### src/logic/fpsf_pkg.sv
// constants, layouts and encodings for the floating-point status field block
// assumes one core clock; registers reached over a 32-bit apb slave
//
// Behaviour
// controls: ftz bit0, wide exponent bit1, precision 3:2, rounding 5:4, override bit6
// six exception flags in bits 7..12, invalid lowest, inexact highest
// main field override bit always reads zero
// denormal flag sticky, set only when operand really enters a calculation
// software flag writes never interrupt; faults only from enabled exceptions
// flush-to-zero replaces tiny results with correctly signed zero
// flush-to-zero ignored while underflow exception enabled
// a flushed result sets underflow and inexact flags
// a flushed result signals inexact exception when inexact enabled
// static single/double ignore precision bits; range 8/11 or 17 bits
// dynamic precision 00/10/11 gives 24/53/64, 01 reserved; range 15 or 17
// parallel without completer: 24-bit precision, 8-bit range
// non-parallel without completer: 64-bit precision, 17-bit range
// rounding 00 nearest, 01 down, 10 up, 11 toward zero
// override set treats every trap disable bit as set
// six shared trap disable bits 0..5 suppress their exception's fault
// main field 18:6, alternates 31:19, 44:32, 57:45; instruction selects one
// flags stay set until software writes the field
package fpsf_pkg;
  localparam int unsigned FIELD_W   = 13;
  localparam int unsigned NUM_FIELD = 4;
  localparam int unsigned FLAG_W    = 6;
  localparam int unsigned BIT_FTZ   = 0;
  localparam int unsigned BIT_WRE   = 1;
  localparam int unsigned PREC_LO   = 2;
  localparam int unsigned RND_LO    = 4;
  localparam int unsigned BIT_OVR   = 6;
  localparam int unsigned FLAG_LO   = 7;
  localparam int unsigned EXC_INV   = 0;
  localparam int unsigned EXC_DEN   = 1;
  localparam int unsigned EXC_ZDV   = 2;
  localparam int unsigned EXC_OVF   = 3;
  localparam int unsigned EXC_UNF   = 4;
  localparam int unsigned EXC_INX   = 5;
  localparam int unsigned STAT_LO   = 6;
  localparam int unsigned STAT_HI_LO = 32;
  localparam logic [FIELD_W-1:0] FIELD_RST = 13'h0000;
  localparam logic [5:0] TRAPS_RST = 6'h00;
  // register byte offsets
  localparam logic [11:0] OFS_STAT_LO = 12'h000;
  localparam logic [11:0] OFS_STAT_HI = 12'h004;
  localparam logic [11:0] OFS_IRQ_ST  = 12'h008;
  localparam logic [11:0] OFS_IRQ_MSK = 12'h00c;
  localparam logic [11:0] OFS_SEL     = 12'h010;
  localparam logic [11:0] OFS_MODEL   = 12'h014;
  // completer encodings
  localparam logic [1:0] CMP_NONE = 2'h0;
  localparam logic [1:0] CMP_S    = 2'h1;
  localparam logic [1:0] CMP_D    = 2'h2;
  localparam logic [1:0] CMP_NA   = 2'h3;
  localparam logic [1:0] PREC_SGL = 2'h0;
  localparam logic [1:0] PREC_RSV = 2'h1;
  localparam logic [1:0] PREC_DBL = 2'h2;
  localparam logic [1:0] PREC_EXT = 2'h3;
  localparam logic [6:0] SIG_24 = 7'h18;
  localparam logic [6:0] SIG_53 = 7'h35;
  localparam logic [6:0] SIG_64 = 7'h40;
  localparam logic [4:0] EXP_8  = 5'h08;
  localparam logic [4:0] EXP_11 = 5'h0b;
  localparam logic [4:0] EXP_15 = 5'h0f;
  localparam logic [4:0] EXP_17 = 5'h11;
  typedef enum logic [1:0] {
    RND_NEAR  = 2'h0,
    RND_DOWN  = 2'h1,
    RND_UP    = 2'h2,
    RND_ZERO  = 2'h3
  } fpsf_round_t;
  localparam int unsigned IRQ_W = 2;
endpackage

### src/logic/fpsf_model_dec.sv
// computation model decoder: precision, exponent range and rounding
// purely combinational, fed from the selected status field
`timescale 1ns/1ps
`default_nettype none
module fpsf_model_dec
  import fpsf_pkg::*;
(
  input  wire logic [1:0]         completer,
  input  wire logic               parallelOp,
  input  wire logic [FIELD_W-1:0] field,
  output logic [6:0]              sigBits,
  output logic [4:0]              expBits,
  output logic                    modelRsvd,
  output fpsf_round_t             roundMode
);
  wire logic       wre  = field[BIT_WRE];
  wire logic [1:0] prec = field[PREC_LO+1:PREC_LO];
  assign roundMode = fpsf_round_t'(field[RND_LO+1:RND_LO]);
  always_comb begin
    sigBits   = SIG_64;
    expBits   = EXP_17;
    modelRsvd = 1'b0;
    case (completer)
      CMP_S: begin
        sigBits = SIG_24;
        expBits = wre ? EXP_17 : EXP_8;
      end
      CMP_D: begin
        sigBits = SIG_53;
        expBits = wre ? EXP_17 : EXP_11;
      end
      CMP_NONE: begin
        expBits = wre ? EXP_17 : EXP_15;
        case (prec)
          PREC_SGL: sigBits = SIG_24;
          PREC_DBL: sigBits = SIG_53;
          PREC_EXT: sigBits = SIG_64;
          default: modelRsvd = 1'b1;
        endcase
      end
      default: begin
        if (parallelOp) begin
          sigBits = SIG_24;
          expBits = EXP_8;
        end else begin
          sigBits = SIG_64;
          expBits = EXP_17;
        end
      end
    endcase
  end
endmodule
`default_nettype wire

### src/logic/fpsf_ctrl.sv
// status register with four status fields, traps, flag recording and apb slave
// datapath reports one instruction per opValid pulse on the same clock
//
// The implementer's own choices: the placing of the registers and register access over APB.
`timescale 1ns/1ps
`default_nettype none
module fpsf_ctrl
  import fpsf_pkg::*;
(
  input  wire logic              sys_clk,
  input  wire logic              rst_b,
  input  wire logic              psel,
  input  wire logic              penable,
  input  wire logic              pwrite,
  input  wire logic [11:0]       paddr,
  input  wire logic [31:0]       pwdata,
  output logic [31:0]            prdata,
  output logic                   pready,
  output logic                   pslverr,
  input  wire logic              opValid,
  input  wire logic [1:0]        opField,
  input  wire logic [1:0]        opCompleter,
  input  wire logic              opParallel,
  input  wire logic [FLAG_W-1:0] opExc,
  input  wire logic              opDenUsed,
  input  wire logic              opTiny,
  input  wire logic              opSign,
  output logic                   fpFault,
  output logic [FLAG_W-1:0]      fpFaultExc,
  output logic                   flushZero,
  output logic                   flushSign,
  output logic [6:0]             sigBits,
  output logic [4:0]             expBits,
  output logic                   modelRsvd,
  output logic [1:0]             roundSel,
  output logic                   irq
);
  import fpsf_pkg::*;

  logic [FIELD_W-1:0] field_q [NUM_FIELD];
  logic [5:0]         traps_q;
  logic [IRQ_W-1:0]   irqSt_q;
  logic [IRQ_W-1:0]   irqMsk_q;
  logic [1:0]         viewSel_q;
  logic [1:0]         viewCmp_q;
  logic               viewPar_q;
  logic [31:0]        prdata_q;
  logic               pready_q;
  logic               pslverr_q;
  logic               fault_q;
  logic [FLAG_W-1:0]  faultExc_q;
  logic               flush_q;
  logic               flushSign_q;
  logic [6:0]         sig_q;
  logic [4:0]         exp_q;
  logic               rsvd_q;
  logic [1:0]         rnd_q;
  logic               irq_q;

  function automatic logic [FIELD_W-1:0] maskField(input logic [FIELD_W-1:0] v,
                                                   input int unsigned idx);
    logic [FIELD_W-1:0] r;
    r = v;
    if (idx == 0) begin
      r[BIT_OVR] = 1'b0;
    end
    return r;
  endfunction

  // apb decode
  wire logic setup    = psel & ~penable;
  wire logic access   = psel & penable & pready_q;
  wire logic wrAcc    = access & pwrite;
  wire logic rdAcc    = access & ~pwrite;
  wire logic hitLo    = paddr == OFS_STAT_LO;
  wire logic hitHi    = paddr == OFS_STAT_HI;
  wire logic hitIst   = paddr == OFS_IRQ_ST;
  wire logic hitImk   = paddr == OFS_IRQ_MSK;
  wire logic hitSel   = paddr == OFS_SEL;
  wire logic hitMod   = paddr == OFS_MODEL;
  wire logic mapped   = hitLo | hitHi | hitIst | hitImk | hitSel | hitMod;
  wire logic wrLo     = wrAcc & hitLo;
  wire logic wrHi     = wrAcc & hitHi;

  // full 64-bit status register image
  wire logic [63:0] statImage = {6'h00, maskField(field_q[3], 3), maskField(field_q[2], 2),
                                 maskField(field_q[1], 1), maskField(field_q[0], 0),
                                 traps_q};
  wire logic [63:0] wrImage = {pwdata, pwdata};

  // selected field for the current instruction
  wire logic [FIELD_W-1:0] selField = maskField(field_q[opField], opField);
  wire logic [FIELD_W-1:0] viewField = maskField(field_q[viewSel_q], viewSel_q);
  wire logic        ovr     = selField[BIT_OVR];
  wire logic [5:0]  effDis  = ovr ? 6'h3f : traps_q;
  wire logic [5:0]  enabled = ~effDis;
  wire logic        ftzOn   = selField[BIT_FTZ] & ~enabled[EXC_UNF];
  wire logic        flushNow = opValid & opTiny & ftzOn;

  // exception events seen this instruction
  logic [FLAG_W-1:0] excEv;
  always_comb begin
    excEv = opExc;
    excEv[EXC_DEN] = opExc[EXC_DEN] & opDenUsed;
    if (flushNow) begin
      excEv[EXC_UNF] = 1'b1;
      excEv[EXC_INX] = 1'b1;
    end
  end
  // only enabled events fault; a flushed result traps inexact if enabled
  wire logic [FLAG_W-1:0] faultVec = opValid ? (excEv & enabled) : 6'h00;

  wire logic [6:0] decSig;
  wire logic [4:0] decExp;
  wire logic       decRsvd;
  fpsf_round_t     decRnd;
  fpsf_model_dec u_dec (
    .completer  (opValid ? opCompleter : viewCmp_q),
    .parallelOp (opValid ? opParallel : viewPar_q),
    .field      (opValid ? selField : viewField),
    .sigBits    (decSig),
    .expBits    (decExp),
    .modelRsvd  (decRsvd),
    .roundMode  (decRnd)
  );

  wire logic [IRQ_W-1:0] irqEv = {flushNow, |faultVec};
  wire logic [31:0] modelWord = {16'h0000, decRsvd, decExp, decRnd, 1'b0, decSig};
  wire logic [31:0] rdMux =
    hitLo  ? statImage[31:0] :
    hitHi  ? statImage[63:32] :
    hitIst ? {30'h0, irqSt_q} :
    hitImk ? {30'h0, irqMsk_q} :
    hitSel ? {27'h0, viewPar_q, viewCmp_q, viewSel_q} :
    hitMod ? modelWord : 32'h0;

  genvar g;
  generate
    for (g = 0; g < NUM_FIELD; g++) begin : gField
      localparam int unsigned LO = STAT_LO + g * FIELD_W;
      wire logic swWr = (LO + FIELD_W <= 32) ? wrLo :
                        (LO >= 32) ? wrHi : (wrLo | wrHi);
      logic [FIELD_W-1:0] wrVal;
      always_comb begin
        wrVal = field_q[g];
        for (int b = 0; b < FIELD_W; b++) begin
          if (((LO + b) < 32 && wrLo) || ((LO + b) >= 32 && wrHi)) begin
            wrVal[b] = wrImage[LO + b];
          end
        end
      end
      logic [FIELD_W-1:0] field_d;
      always_comb begin
        field_d = swWr ? wrVal : field_q[g];
        if (opValid && opField == 2'(g)) begin
          // hardware set wins over a simultaneous software clear
          field_d[FLAG_LO +: FLAG_W] = field_d[FLAG_LO +: FLAG_W] | excEv;
        end
        field_d = maskField(field_d, g);
      end
      always_ff @(posedge sys_clk or negedge rst_b) begin
        if (!rst_b) begin
          field_q[g] <= FIELD_RST;
        end else begin
          field_q[g] <= field_d;
        end
      end
    end
  endgenerate

  wire logic [IRQ_W-1:0] irqSt_d = ((rdAcc & hitIst) ? {IRQ_W{1'b0}} : irqSt_q) | irqEv;

  always_ff @(posedge sys_clk or negedge rst_b) begin
    if (!rst_b) begin
      traps_q     <= TRAPS_RST;
      irqSt_q     <= '0;
      irqMsk_q    <= '0;
      viewSel_q   <= 2'h0;
      viewCmp_q   <= CMP_NONE;
      viewPar_q   <= 1'b0;
      prdata_q    <= 32'h0;
      pready_q    <= 1'b0;
      pslverr_q   <= 1'b0;
      fault_q     <= 1'b0;
      faultExc_q  <= '0;
      flush_q     <= 1'b0;
      flushSign_q <= 1'b0;
      sig_q       <= SIG_64;
      exp_q       <= EXP_17;
      rsvd_q      <= 1'b0;
      rnd_q       <= RND_NEAR;
      irq_q       <= 1'b0;
    end else begin
      if (wrLo) begin
        traps_q <= pwdata[5:0];
      end
      if (wrAcc && hitImk) begin
        irqMsk_q <= pwdata[IRQ_W-1:0];
      end
      if (wrAcc && hitSel) begin
        viewSel_q <= pwdata[1:0];
        viewCmp_q <= pwdata[3:2];
        viewPar_q <= pwdata[4];
      end
      irqSt_q     <= irqSt_d;
      // no wait state: ready answers the cycle after setup
      pready_q    <= setup;
      pslverr_q   <= setup & ~mapped;
      prdata_q    <= (setup & ~pwrite) ? rdMux : 32'h0;
      fault_q     <= |faultVec;
      faultExc_q  <= faultVec;
      flush_q     <= flushNow;
      flushSign_q <= flushNow & opSign;
      sig_q       <= decSig;
      exp_q       <= decExp;
      rsvd_q      <= decRsvd;
      rnd_q       <= decRnd;
      irq_q       <= |(irqSt_d & irqMsk_q);
    end
  end

  assign prdata     = prdata_q;
  assign pready     = pready_q;
  assign pslverr    = pslverr_q;
  assign fpFault    = fault_q;
  assign fpFaultExc = faultExc_q;
  assign flushZero  = flush_q;
  assign flushSign  = flushSign_q;
  assign sigBits    = sig_q;
  assign expBits    = exp_q;
  assign modelRsvd  = rsvd_q;
  assign roundSel   = rnd_q;
  assign irq        = irq_q;
endmodule
`default_nettype wire

### config.mk
export PLATFORM = sky130hd
export DESIGN_NAME = fpsf_ctrl
export DESIGN_NICKNAME = d
export VERILOG_FILES = /design/src/logic/fpsf_pkg.sv /design/src/logic/fpsf_model_dec.sv /design/src/logic/fpsf_ctrl.sv
export SDC_FILE = /design/constraint.sdc
export NUM_CORES = 1
export LEC_CHECK = 0
export BUFFER_PORTS_ARGS = -buffer_cell sky130_fd_sc_hd__buf_4
export CORE_AREA = 8 8 114 126
export DETAILED_ROUTE_END_ITERATION = 7
export DIE_AREA = 0 0 122 134
export PLACE_DENSITY_LB_ADDON = 0.3
export SLEW_MARGIN = 10
export SYNTH_ARGS = -nofsm -noshare
export SYNTH_HDL_FRONTEND = slang
export SYNTH_SLANG_ARGS = --single-unit
### constraint.sdc
create_clock -name sys_clk -period 2.1 [get_ports sys_clk]
set_input_delay 0.42 -clock sys_clk [delete_from_list [all_inputs] [get_ports sys_clk]]
set_output_delay 0.42 -clock sys_clk [all_outputs]
set_load 0.02 [all_outputs]
=== Word level (Yosys, flattened, before mapping) ===
Cells that the tools add are included.
Widths: inputs -> output; s select.

* Order comparisons: 2
* Equality and inequality tests: 12
* Muxes and demuxes: 39
* Bitwise logic cells: 34
* Reduce and logical (&&, ||, !) cells: 13

{| class="wikitable"
|+ Operators by type and width
! operator !! number
|-
| $mux 16 || 4
|-
| $mux 32 || 2
|-
| $mux 6 || 9
|-
| $bmux 13 s2 || 2
|-
| $mux 13 || 4
|-
| $mux 26 || 1
|-
| $eq 12x4->1 const B || 2
|-
| $eq 12x5->1 const B || 2
|-
| $or 6x6->6 || 4
|-
| $mux 7 || 3
|-
| $pmux 7 s3 || 1
|-
| $mux 5 || 4
|-
| $and 1x1->1 || 15
|-
| $pmux 5 s3 || 1
|-
| $pmux 7 s2 || 1
|-
| $eq 12x3->1 const B || 1
|-
| $logic_not 12->1 || 1
|-
| $eq 2x2->1 const B || 5
|-
| $and 6x6->6 || 1
|-
| $ge 3x3->1 const B || 2
|-
| $logic_and 1x1->1 || 6
|-
| $logic_not 2->1 || 3
|-
| $mux 2 || 3
|-
| $not 2->3 || 2
|-
| 10 further kinds || 21
|}

* Register bits after elaboration: 125
* Bits of input ports: 64
* Output and inout bits: 59
* Logic and storage cells: 126

=== Longest topological paths before layout ===
Gate-level depths: netlist of run 1.

* Word-level depth: 17
* Mapped depth: 9
* Gate-level depth less buffers: 7

=== By module ===
A second synthesis of run 1 with hierarchy kept.

* Cells, all modules: 513
* Area, all modules: 5577.8 sq um

{| class="wikitable"
|+ By module, submodules not included
! module !! times used !! cells each !! area each (sq um) !! seq. area each (sq um)
|-
| fpsf_ctrl || 1 || 490 || 5418.9 || 3131.8
|-
| fpsf_model_dec || 1 || 23 || 158.9 || 0.0
|}

=== Worst setup path after synthesis of run 1 ===
Ideal clock, no wire load.

* Path type: input to register
* From: input paddr[4]
* To: register field_q[11] (netlist bit)
* Setup time: 0.130 ns
* Arrival time: 2.006 ns
* Required time: 1.970 ns
* Slack: -0.036 ns
* Cell stages on the path: 7
* Path buffers: 3
* Cell sequence: buf_6 > or4_4 > nor4_4 > buf_6 > buf_8 > mux2i_1 > o21ai_0

* Word-level cells in the longest chain between the ends: 5

{| class="wikitable"
|+ RTL lines
! element !! RTL line !! source
|-
| start: declaration || fpsf_ctrl.sv:15 || <nowiki>input wire logic [11:0] paddr,</nowiki>
|-
| $eq 12x3->1 (*) || fpsf_ctrl.sv:76 || <nowiki>wire logic hitHi = paddr == OFS_STAT_HI;</nowiki>
|-
| $and 1x1->1 (*) || fpsf_ctrl.sv:83 || <nowiki>wire logic wrHi = wrAcc & hitHi;</nowiki>
|-
| $mux 13 (*) || fpsf_ctrl.sv:154 || <nowiki>field_d = swWr ? wrVal : field_q[g];</nowiki>
|-
| $or 6x6->6 || fpsf_ctrl.sv:157 || <nowiki>field_d[FLAG_LO +: FLAG_W] = field_d[FLAG_LO +: FLAG_W] | excEv;</nowiki>
|-
| $mux 6 (*) || fpsf_ctrl.sv:155 || <nowiki>if (opValid && opField == 2'(g)) begin</nowiki>
|-
| net gField[3].field_d[11] || fpsf_ctrl.sv:152 || <nowiki>logic [FIELD_W-1:0] field_d;</nowiki>
|-
| end signal: indexed assignment || fpsf_ctrl.sv:165 || <nowiki>field_q[g] <= field_d;</nowiki>
|-
| end: declaration || fpsf_ctrl.sv:40 || <nowiki>logic [FIELD_W-1:0] field_q [NUM_FIELD];</nowiki>
|}

Mark *: on every way through the listed nets, which the timed path passes. The rest lies on a longest branch.
A chain may end at the register's enable or synchronous reset.

=== Worst setup path in the final report of run 1 ===
* From: register viewSel_q[0]
* To: register prdata_q[10], in the netlist prdata[10]

* Word-level cells in the longest chain between the ends: 14

{| class="wikitable"
|+ RTL lines
! element !! RTL line !! source
|-
| start: declaration || fpsf_ctrl.sv:44 || <nowiki>logic [1:0] viewSel_q;</nowiki>
|-
| start signal: assignment || fpsf_ctrl.sv:201 || <nowiki>viewSel_q <= pwdata[1:0];</nowiki>
|-
| $not 2->3 (implied by the code) || fpsf_ctrl.sv:93 || <nowiki>wire logic [FIELD_W-1:0] viewField = maskField(field_q[viewSel_q], viewSel_q);</nowiki>
|-
| $bmux 13 s2 || fpsf_ctrl.sv:93 ||
|-
| $mux 6 (implied by the code) (2 in series) || fpsf_ctrl.sv:93 ||
|-
| $mux 6 || fpsf_ctrl.sv:120 || <nowiki>.field (opValid ? selField : viewField),</nowiki>
|-
| $mux 5 || fpsf_model_dec.sv:26 || <nowiki>expBits = wre ? EXP_17 : EXP_8;</nowiki>
|-
| $pmux 5 s3 || fpsf_model_dec.sv:23 || <nowiki>case (completer)</nowiki>
|-
| net decExp[0] || fpsf_ctrl.sv:114 || <nowiki>wire logic [4:0] decExp;</nowiki>
|-
| $mux 16 || fpsf_ctrl.sv:135 || <nowiki>hitMod ? modelWord : 32'h0;</nowiki>
|-
| $mux 16 || fpsf_ctrl.sv:134 || <nowiki>hitSel ? {27'h0, viewPar_q, viewCmp_q, viewSel_q} :</nowiki>
|-
| $mux 16 || fpsf_ctrl.sv:133 || <nowiki>hitImk ? {30'h0, irqMsk_q} :</nowiki>
|-
| $mux 16 || fpsf_ctrl.sv:132 || <nowiki>hitIst ? {30'h0, irqSt_q} :</nowiki>
|-
| $mux 26 || fpsf_ctrl.sv:131 || <nowiki>hitHi ? statImage[63:32] :</nowiki>
|-
| $mux 32 || fpsf_ctrl.sv:130 || <nowiki>hitLo ? statImage[31:0] :</nowiki>
|-
| $mux 32 || fpsf_ctrl.sv:209 || <nowiki>prdata_q <= (setup & ~pwrite) ? rdMux : 32'h0;</nowiki>
|-
| end signal: assignment || fpsf_ctrl.sv:209 ||
|-
| end: declaration || fpsf_ctrl.sv:47 || <nowiki>logic [31:0] prdata_q;</nowiki>
|}

The timed path passes the listed nets, and every way through them passes these cells. The select of a mux whose other input is x is not followed.

==> impl_metrics.tcl, run 1 <==
set metrics [dict create \
    status "complete, but fails checks" \
    failed_checks "negative setup slack" \
    hold_viol 0 \
    crit_path_start_kind "register" \
    grt_use_total 0.198 \
    synth_fp_nets 526 \
    numCtsBuffers 17 \
    die_x_um 122 \
    fin_setup_tns_ns -0.0195 \
    viasPerCell 5.55 \
    overflow 0 \
    place_ws_ns -0.219 \
    initial_core_util 0.438 \
    grt_max_degree 42 \
    avgSynthCellArea_um2 11.7 \
    dpl.hpwl_um 11900 \
    fillCellCount 975 \
    p_leak_nw 3.54 \
    cp_max_fo 4 \
    max_freq_mhz 472 \
    rsz0062_at_grt "true" \
    die_h_um 134 \
    critPathKind "register to register" \
    worstHoldStart "opSign" \
    r2r-end "prdata[10]$_DFF_PN0_" \
    synthDistinctLibCells 49 \
    dr.pass1.iters 6 \
    end_kind "register" \
    fin_skew_ns 0.00626 \
    ys_warn_count 0 \
    path_clk_slew_ns 0.05 \
    timing.rr.start "viewSel_q[0]$_DFFE_PN0P_" \
    antenna_found_initial 0 \
    postLayoutSetupSlackWorst_ns -0.0195 \
    first_global_vias 4593 \
    clk_latency_ns 0.41 \
    antenna_cells 0 \
    maxCapViolations 0 \
    gp_congestion 0.970 \
    maxSlewViolCount 0 \
    ys_seq_area_frac 0.567 \
    dieArea_um2 16300 \
    drtIter0Drc 423 \
    final.min_clock_period_ns 2.12 \
    utilization 0.609 \
    synth_edf_count 0 \
    powerDensity_nw_per_um2 772 \
    vdd_ir_drop_max_mv 0.467 \
    period_share 1.01 \
    portBuffers 121 \
    cts-root-to-sink-buffers 2 \
    cts_max_level 4 \
    synthToLayoutAreaGrowth_pct 39.3 \
    ios 123 \
    whs_ns 0.224 \
    syn_inst 462 \
    min_path_type "primary input to register" \
    core_um2 12300 \
    arrival_ns 2.40 \
    reg2reg_slack_ns -0.02 \
    placement_rows 43 \
    tightest_slew_ns 0.533 \
    route.detailed.drc 0 \
    grt_pass1_wl_um 24600 \
    rr_worst_depth 8 \
    finalSetupViolations 1 \
    min_path_cells 2 \
    cts.sinks 122 \
    final_nets 698 \
    synthArstFlopShare 1.00 \
    ant_nets 0 \
    netlist_area_um2 5390 \
    synth-seq-cells 122 \
    root_buffer "clkbuf_16" \
    synthFlopType "dfrtp_1" \
    drive_gt1_frac 0.420 \
    drt_wl_total_um 16100 \
    wire_per_inst_um 20.0 \
    vias 4465 \
    slew_headroom 0.641 \
    crit_required_ns 2.38 \
    cts_tree "done" \
    holdPathEnd "flushSign$_DFF_PN0_" \
]
-- worst max path at each step --
stage | startpoint | endpoint | slack (ns) | cells after the start
after floorplan | paddr[5] | field_q[30]$_DFFE_PN0P_ | 0.01 | 7
after global placement | paddr[5] | field_q[31]$_DFFE_PN0P_ | -0.16 | 7
after detailed placement | paddr[5] | field_q[32]$_DFFE_PN0P_ | -0.22 | 7
after CTS | viewSel_q[0]$_DFFE_PN0P_ | prdata[10]$_DFF_PN0_ | -0.02 | 8
after global routing | viewSel_q[0]$_DFFE_PN0P_ | prdata[10]$_DFF_PN0_ | -0.03 | 8
final | viewSel_q[0]$_DFFE_PN0P_ | prdata[10]$_DFF_PN0_ | -0.02 | 8
-- cell type report --
class / count / area, µm² / share of cell area
Sequential cell: 122 / 3060 / 0.407
Inverter: 7 / 26.3 / 0.00350
Timing Repair Buffer: 183 / 1470 / 0.195
Tap cell: 157 / 196 / 0.0262
Clock buffer: 22 / 474 / 0.0632
Multi-Input combinational cell: 303 / 2170 / 0.289
Clock inverter: 10 / 118 / 0.0157
-- Yosys cell counts, types with 9 or more instances --
cell,number,area (µm²)
mux2i_1,19,190
a21oi_1,10,50.1
dfrtp_1,119,2980
o21ai_0,29,145
buf_2,10,50.1
mux2_2,42,473
nor2b_1,15,93.8
nor2_1,47,176
nand2_1,23,86.3
a221o_1,12,120
nand2b_1,9,56.3
clkbuf_1,9,33.8
a22oi_1,16,120
-- critical path, stage by stage (launching register included) --
cell and delay (ns):
dfrtp_2 0.44, buf_6 0.13, nor3b_1 0.14, o21ai_1 0.14
nand4_1 0.28, buf_4 0.24, a21o_1 0.18, a222oi_1 0.32
nor2_1 0.10
-- placed cells by master (no fill, tap or decap), drive strengths merged, types with 6 or more instances in the layout --
master | Yosys | routed
a21oi | 10 | 10
a221o | 12 | 12
a22oi | 16 | 16
and3 | 7 | 7
buf | 21 | 182
clkbuf | 9 | 22
dfrtp | 119 | 119
inv | 7 | 7
mux2 | 42 | 42
mux2i | 19 | 19
nand2 | 23 | 23
nand2b | 9 | 9
nand3 | 7 | 7
nand4 | 6 | 6
nor2 | 47 | 47
nor2b | 15 | 15
nor3 | 7 | 7
o21ai | 29 | 29
o22ai | 7 | 7
-- report_power, final --
part / internal (mW) / switching (mW) / leakage (nW)
clock: 1.84 / 1.01 / 0.278
combinational: 0.228 / 0.278 / 1.73
sequential: 2.42 / 0.0277 / 1.53
-- logic make-up (layout without fill, tap and decap cells) --
logic type,Yosys count,in the layout,synth area share
compound gates,95,95,0.121
buf+inv,37,222,0.0378
flops,122,122,0.567
mux,64,64,0.136
other cells,1,1,0.000696
simple gates,143,143,0.138
-- sequential cells by signal, summed over array words and instances (netlist names) --
register	cells
viewPar_q	1
irqSt_q	2
sigBits	4
flushZero	1
flushSign	1
expBits	5
pslverr	1
fpFaultExc	6
prdata	32
pready	1
viewCmp_q	2
field_q	51
fpFault	1
irqMsk_q	2
roundSel	2
traps_q	6
irq	1
viewSel_q	2
modelRsvd	1
-- timing repair --
action / CTS / global route
resized for setup: 6 / 4
endpoints found under the hold margin: 21 / 0
setup buffers: 4 / 1
pin swaps: 5 / 6
setup endpoints to repair: 3 / 7
hold buffers: 1 / 0
-- through the flow --
step / cell area (µm²) / total power, mW / cells
2_1_floorplan: 5400 / 2.67 / 462
3_3_place_gp: 6840 / 2.96 / 766
3_5_place_dp: 6840 / 2.98 / 766
4_1_cts: 7490 / 5.83 / 803
5_1_grt: 7510 / 5.99 / 804
6_report: 7510 / 5.80 / 804
-- metal layers --
| metal | GRT usage | wire (µm) | vias to the layer above |
|---|---|---|---|
| li1 | - | - | 2016 |
| met1 | 0.252 | 6740 | 2258 |
| met2 | 0.322 | 7990 | 169 |
| met3 | 0.0429 | 1100 | 22 |
| met4 | 0.0734 | 271 | 0 |
| met5 | 0 | 0 | - |
Note: power is estimated with default switching activity, not from simulation.
==> inputs of run 2 (changes only) <==
CORE_AREA = 8 8 128 142   (was 8 8 114 126)
DIE_AREA = 0 0 136 150   (was 0 0 122 134)
==> run 2 against run 1 <==
The flow now finishes without violations. Global-route usage shrank 2.8 points. Die area increased by 25%. Largest cell class unchanged. Design area fell by 0.30%. Via count is 1.9% lower. Hold slack worse by 0.19 ns. Critical path type unchanged. Non-clock buffer count fell by 3.
==> impl_metrics.tcl, run 2 (same netlist as run 1, synthesis figures left out) <==
set metrics [dict create \
    root_buffer "clkbuf_16" \
    max_freq_mhz 488 \
    crit_path_end "prdata[10]$_DFF_PN0_" \
    wire_per_inst_um 20.0 \
    dpl-instance-area_um2 6890 \
    drive_gt1_frac 0.417 \
    antenna_found_initial 0 \
    fin_skew_ns 0.0122 \
    route.detailed.drc 0 \
    cts_max_level 4 \
    gp_congestion 0.887 \
    die_x_um 136 \
    initial_core_util 0.338 \
    period_share 0.977 \
    cp.depth 7 \
    maxSlewViolCount 0 \
    crit_path_start_kind "register" \
    viasPerCell 5.18 \
    critPathKind "register to register" \
    hold_viol 0 \
    rr_worst_depth 7 \
    min_path_type "primary input to async pin" \
    max_stage_delay_ns 0.45 \
    final_nets 695 \
    arrival_ns 2.33 \
    placement_rows 49 \
    numCtsBuffers 17 \
    final_cell_mix "buf_4 (174), dfrtp_1 (117), nor2_1 (46)" \
    first_global_vias 4628 \
    grt_max_degree 84 \
    cts-root-to-sink-buffers 2 \
    core_um2 15900 \
    p_leak_nw 3.52 \
    rsz0062_at_grt "true" \
    ios 123 \
    vdd_ir_drop_max_mv 0.526 \
    dr.pass1.iters 7 \
    largest-register "field_q" \
    stdcell_area_um2 7490 \
    crit_buf_inv 1 \
    clk_latency_ns 0.41 \
    powerDensity_nw_per_um2 757 \
    cts.sinks 122 \
    path_clk_slew_ns 0.05 \
    crit_start "viewSel_q[0]$_DFFE_PN0P_" \
    final_common_cell "buf_4" \
    vias 4382 \
    maxCapViolations 0 \
    finalSetupViolations 0 \
    drtIter0Drc 308 \
    timing.rr.start "viewSel_q[0]$_DFFE_PN0P_" \
    slowest_stage "dfrtp_2" \
    reg2reg_slack_ns 0.05 \
    overflow 0 \
    r2r-end "prdata[10]$_DFF_PN0_" \
    fillCellCount 1499 \
    regArea_um2 3060 \
    tightest_slew_ns 0.497 \
    power_mw 5.67 \
    synthToLayoutAreaGrowth_pct 38.8 \
    crit_path_cell_trace "and3b_1 -> o21ai_1 -> nand4_1 -> buf_4 -> a21o_1 -> a222oi_1 -> nor2_1" \
    crit_required_ns 2.37 \
    drt_wl_total_um 16900 \
    dpl.hpwl_um 12800 \
    antenna_cells 0 \
    critPathTopFamily "compound AO/OA/AOI/OAI gates" \
    dieArea_um2 20400 \
    grt_use_total 0.170 \
    ant_nets 0 \
    cts-hold-fix-buffers 0 \
    multiInputGateArea_um2 2160 \
    cp_max_fo 6 \
    status "finished, final reports clean" \
    final.min_clock_period_ns 2.05 \
    slew_headroom 0.667 \
    largest_register_ffs 51 \
    end_kind "register" \
    utilization 0.470 \
    die_h_um 150 \
    grt_pass1_wl_um 26300 \
    cts_tree "done" \
    portBuffers 121 \
]
## run 2: cell count changes in the layout (fill, tap and decap cells not counted), sizes merged
cell and delta:
clkinvlp -4, buf -2, clkinv +2, bufinv -1
clkbuf +1, dlygate4sd3 -1
## run 2: cell type report
type	instances	share of cell area
well taps	204	0.0341
flip-flops and latches	122	0.409
clock inverters	7	0.00903
inverters	7	0.00351
multi-input cells	303	0.289
clock buffers	23	0.0652
repair buffers	180	0.191
## run 2: per-stage QoR
| step | setup TNS, ns | hold WS (ns) | std cells | setup WS, ns |
|---|---|---|---|---|
| 2_1_floorplan | 0 | 0.124 | 462 | 0.0116 |
| 3_3_place_gp | -4.77 | 0.477 | 813 | -0.178 |
| 3_5_place_dp | -6.75 | 0.492 | 813 | -0.235 |
| 4_1_cts | 0 | 0.0647 | 843 | 0.0312 |
| 5_1_grt | -0.0257 | 0.0781 | 846 | -0.0257 |
| 6_report | 0 | 0.0314 | 846 | 0.0488 |
## run 2: routing by layer
layer,share of wire,GRT usage,routed length [µm]
met3,0.050,0.0437,849
met2,0.50,0.276,8530
met4,0.016,0.0638,275
met5,0,0,0
met1,0.43,0.214,7300
## run 2: where the power goes
group | internal, mW | switching (mW)
Sequential | 2.42 | 0.0267
Clock | 1.73 | 0.990
Combinational | 0.225 | 0.280
## run 2: worst min path at each step
| stage | depth (start not counted) | slack [ns] | to | from |
|---|---|---|---|---|
| detailed placement | 1 | 0.49 | prdata[27]$_DFF_PN0_ | field_q[34]$_DFF_PN0_ |
| floorplan | 0 | 0.12 | expBits[1]$_DFF_PN0_ | rst_b |
| finish | 2 | 0.03 | irqMsk_q[1]$_DFFE_PN0P_ | rst_b |
| global placement | 2 | 0.48 | field_q[34]$_DFF_PN0_ | field_q[34]$_DFF_PN0_ |
| global route | 2 | 0.08 | irqMsk_q[1]$_DFFE_PN0P_ | rst_b |
| CTS | 2 | 0.06 | irqMsk_q[1]$_DFFE_PN0P_ | rst_b |
## run 2: repair_timing
item | 4_1_cts | 5_1_grt
resized for setup | 1 | 9
setup buffers | 0 | 3
pin swaps | 0 | 7
endpoints found under the setup margin | 4 | 6
==> inputs of run 3 (changes only) <==
RECOVER_POWER = 50   (was unset)
==> run 3 against run 2 <==
Die area unchanged. Utilization down 0.68 points. Register-to-register slack better by 0.04 ns. Routed wire length down 0.10%. Sequential share of layout area up 0.60 points. Final cell count unchanged. Largest cell class unchanged.
==> impl_metrics.tcl, run 3 (same netlist as run 1, synthesis figures left out) <==
set metrics [dict create \
    fin_skew_ns 0.00899 \
    global_route.usage.met2 0.276 \
    synthToLayoutAreaGrowth_pct 36.8 \
    dr.pass1.iters 5 \
    overflow 0 \
    first_global_vias 4628 \
    gp_congestion 0.887 \
    initial_core_util 0.338 \
    maxSlewViolCount 0 \
    clk_latency_ns 0.41 \
    crit_path_cell_trace "and3b_1 -> o21ai_1 -> nand4_1 -> buf_4 -> a21o_1 -> a222oi_1 -> nor2_1" \
    wire_per_inst_um 20.0 \
    cts-hold-fix-buffers 0 \
    core_um2 15900 \
    final_nets 695 \
    antenna_cells 0 \
    finalSetupViolations 0 \
    route.detailed.drc 0 \
    cts.sinks 122 \
    postLayoutSetupSlackWorst_ns 0.0867 \
    end_kind "register" \
    drtIter0Drc 355 \
    numCtsBuffers 17 \
    cts_tree "done" \
    max_freq_mhz 497 \
    powerDensity_nw_per_um2 766 \
    maxCapViolations 0 \
    fillCellCount 1512 \
    cts_max_level 4 \
    cts-root-to-sink-buffers 2 \
    critPathTopFamily "compound AO/OA/AOI/OAI gates" \
    arrival_ns 2.29 \
    path_clk_slew_ns 0.05 \
    dieArea_um2 20400 \
    portBuffers 121 \
    die_x_um 136 \
    critPathKind "register to register" \
    drive_gt1_frac 0.379 \
    tightest_slew_ns 1.16 \
    root_buffer "clkbuf_16" \
    ant_nets 0 \
    grtUsageMet1 0.214 \
    grt_use_total 0.170 \
    crit_required_ns 2.38 \
    multiInputGateArea_um2 2160 \
    status "finished, final reports clean" \
    grt_max_degree 84 \
    antenna_found_initial 0 \
    slew_headroom 0.228 \
    drt_wl_total_um 16900 \
    vdd_ir_drop_max_mv 0.530 \
    max_stage_delay_ns 0.45 \
    place_ws_ns -0.235 \
    die_h_um 150 \
    final_common_cell "buf_4" \
    crit_path_start_kind "register" \
    period_share 0.959 \
    busiest_layer "met2" \
    largest_register_ffs 51 \
    grt_pass1_wl_um 26300 \
    dpl-instance-area_um2 6890 \
    cp_max_fo 6 \
    hold_viol 0 \
    stdcell_area_um2 7380 \
    min_path_type "primary input to register" \
    placement_rows 49 \
    slowest_stage "dfrtp_2" \
    rsz0062_at_grt "true" \
    dpl.hpwl_um 12800 \
    regArea_um2 3060 \
    ios 123 \
    p_leak_nw 3.41 \
    largest-register "field_q" \
    final_cell_mix "buf_4 (148), dfrtp_1 (117), nor2_1 (46)" \
    vias 4391 \
    viasPerCell 5.19 \
    final.min_clock_period_ns 2.01 \
    crit_buf_inv 1 \
    grt_use_met3 0.0437 \
]
==> run 3: changes by cell type in the layout (fill, tap and decap cells not counted) <==
cell      previous run  this run
clkbuf_2             0         1
buf_12               6         5
clkbuf_1             2        27
clkbuf_4             0         1
buf_4              174       148
==> run 3: path summary, 6_finish.rpt <==
kind | startpoint | end | slack (ns) | cells after the start
max in group asynchronous | rst_b | viewSel_q[1]$_DFFE_PN0P_ | 0.88 | 2
min | opSign | flushSign$_DFF_PN0_ | 0.22 | 2
max reg2reg | viewSel_q[0]$_DFFE_PN0P_ | prdata[10]$_DFF_PN0_ | 0.09 | 7
min in group asynchronous | rst_b | prdata[1]$_DFF_PN0_ | 0.26 | 2
max | viewSel_q[0]$_DFFE_PN0P_ | prdata[10]$_DFF_PN0_ | 0.09 | 7
min reg2reg | field_q[11]$_DFF_PN0_ | field_q[11]$_DFF_PN0_ | 0.51 | 2
==> run 3: worst register-to-register path, cell delays in order, from the launching register on <==
cell and delay (ns):
dfrtp_2 0.45, and3b_1 0.21, o21ai_1 0.14, nand4_1 0.22
buf_4 0.22, a21o_1 0.17, a222oi_1 0.39, nor2_1 0.09
==> run 3: what timing repair did <==
| action | 4_1_cts | 5_1_grt |
|---|---|---|
| setup buffers | 0 | 3 |
| gates resized for setup | 1 | 9 |
| cloned | 0 | 0 |
| setup endpoints to repair | 4 | 6 |
| pin swaps | 0 | 7 |
==> run 3: metrics by stage <==
step	util	hold slack (ns)	setup TNS (ns)	instances	total power [mW]
2_1_floorplan	-	0.124	0	462	2.67
3_3_place_gp	0.432	0.477	-4.77	813	2.97
3_5_place_dp	0.432	0.492	-6.75	813	2.98
4_1_cts	0.467	0.0647	0	843	5.72
5_1_grt	0.463	0.210	-0.0313	846	5.87
6_report	0.463	0.219	0	846	5.65
==> run 3: where the power goes <==
part | internal (mW) | switching, mW
clock | 1.73 | 0.984
combinational | 0.216 | 0.279
sequential | 2.42 | 0.0266
total | 4.36 | 1.29
==> run 3: final cells by class <==
type | count | share of cell area
inverters | 7 | 0.00356
multi-input cells | 303 | 0.293
well taps | 204 | 0.0346
clock buffers | 23 | 0.0661
flip-flops and latches | 122 | 0.415
repair buffers | 180 | 0.179
clock inverters | 7 | 0.00916
==> run 3: per-layer routing <==
layer | wire length (µm) | share of wire
met1 | 7290 | 0.43
met2 | 8440 | 0.50
met3 | 917 | 0.054
met4 | 288 | 0.017
met5 | 0 | 0
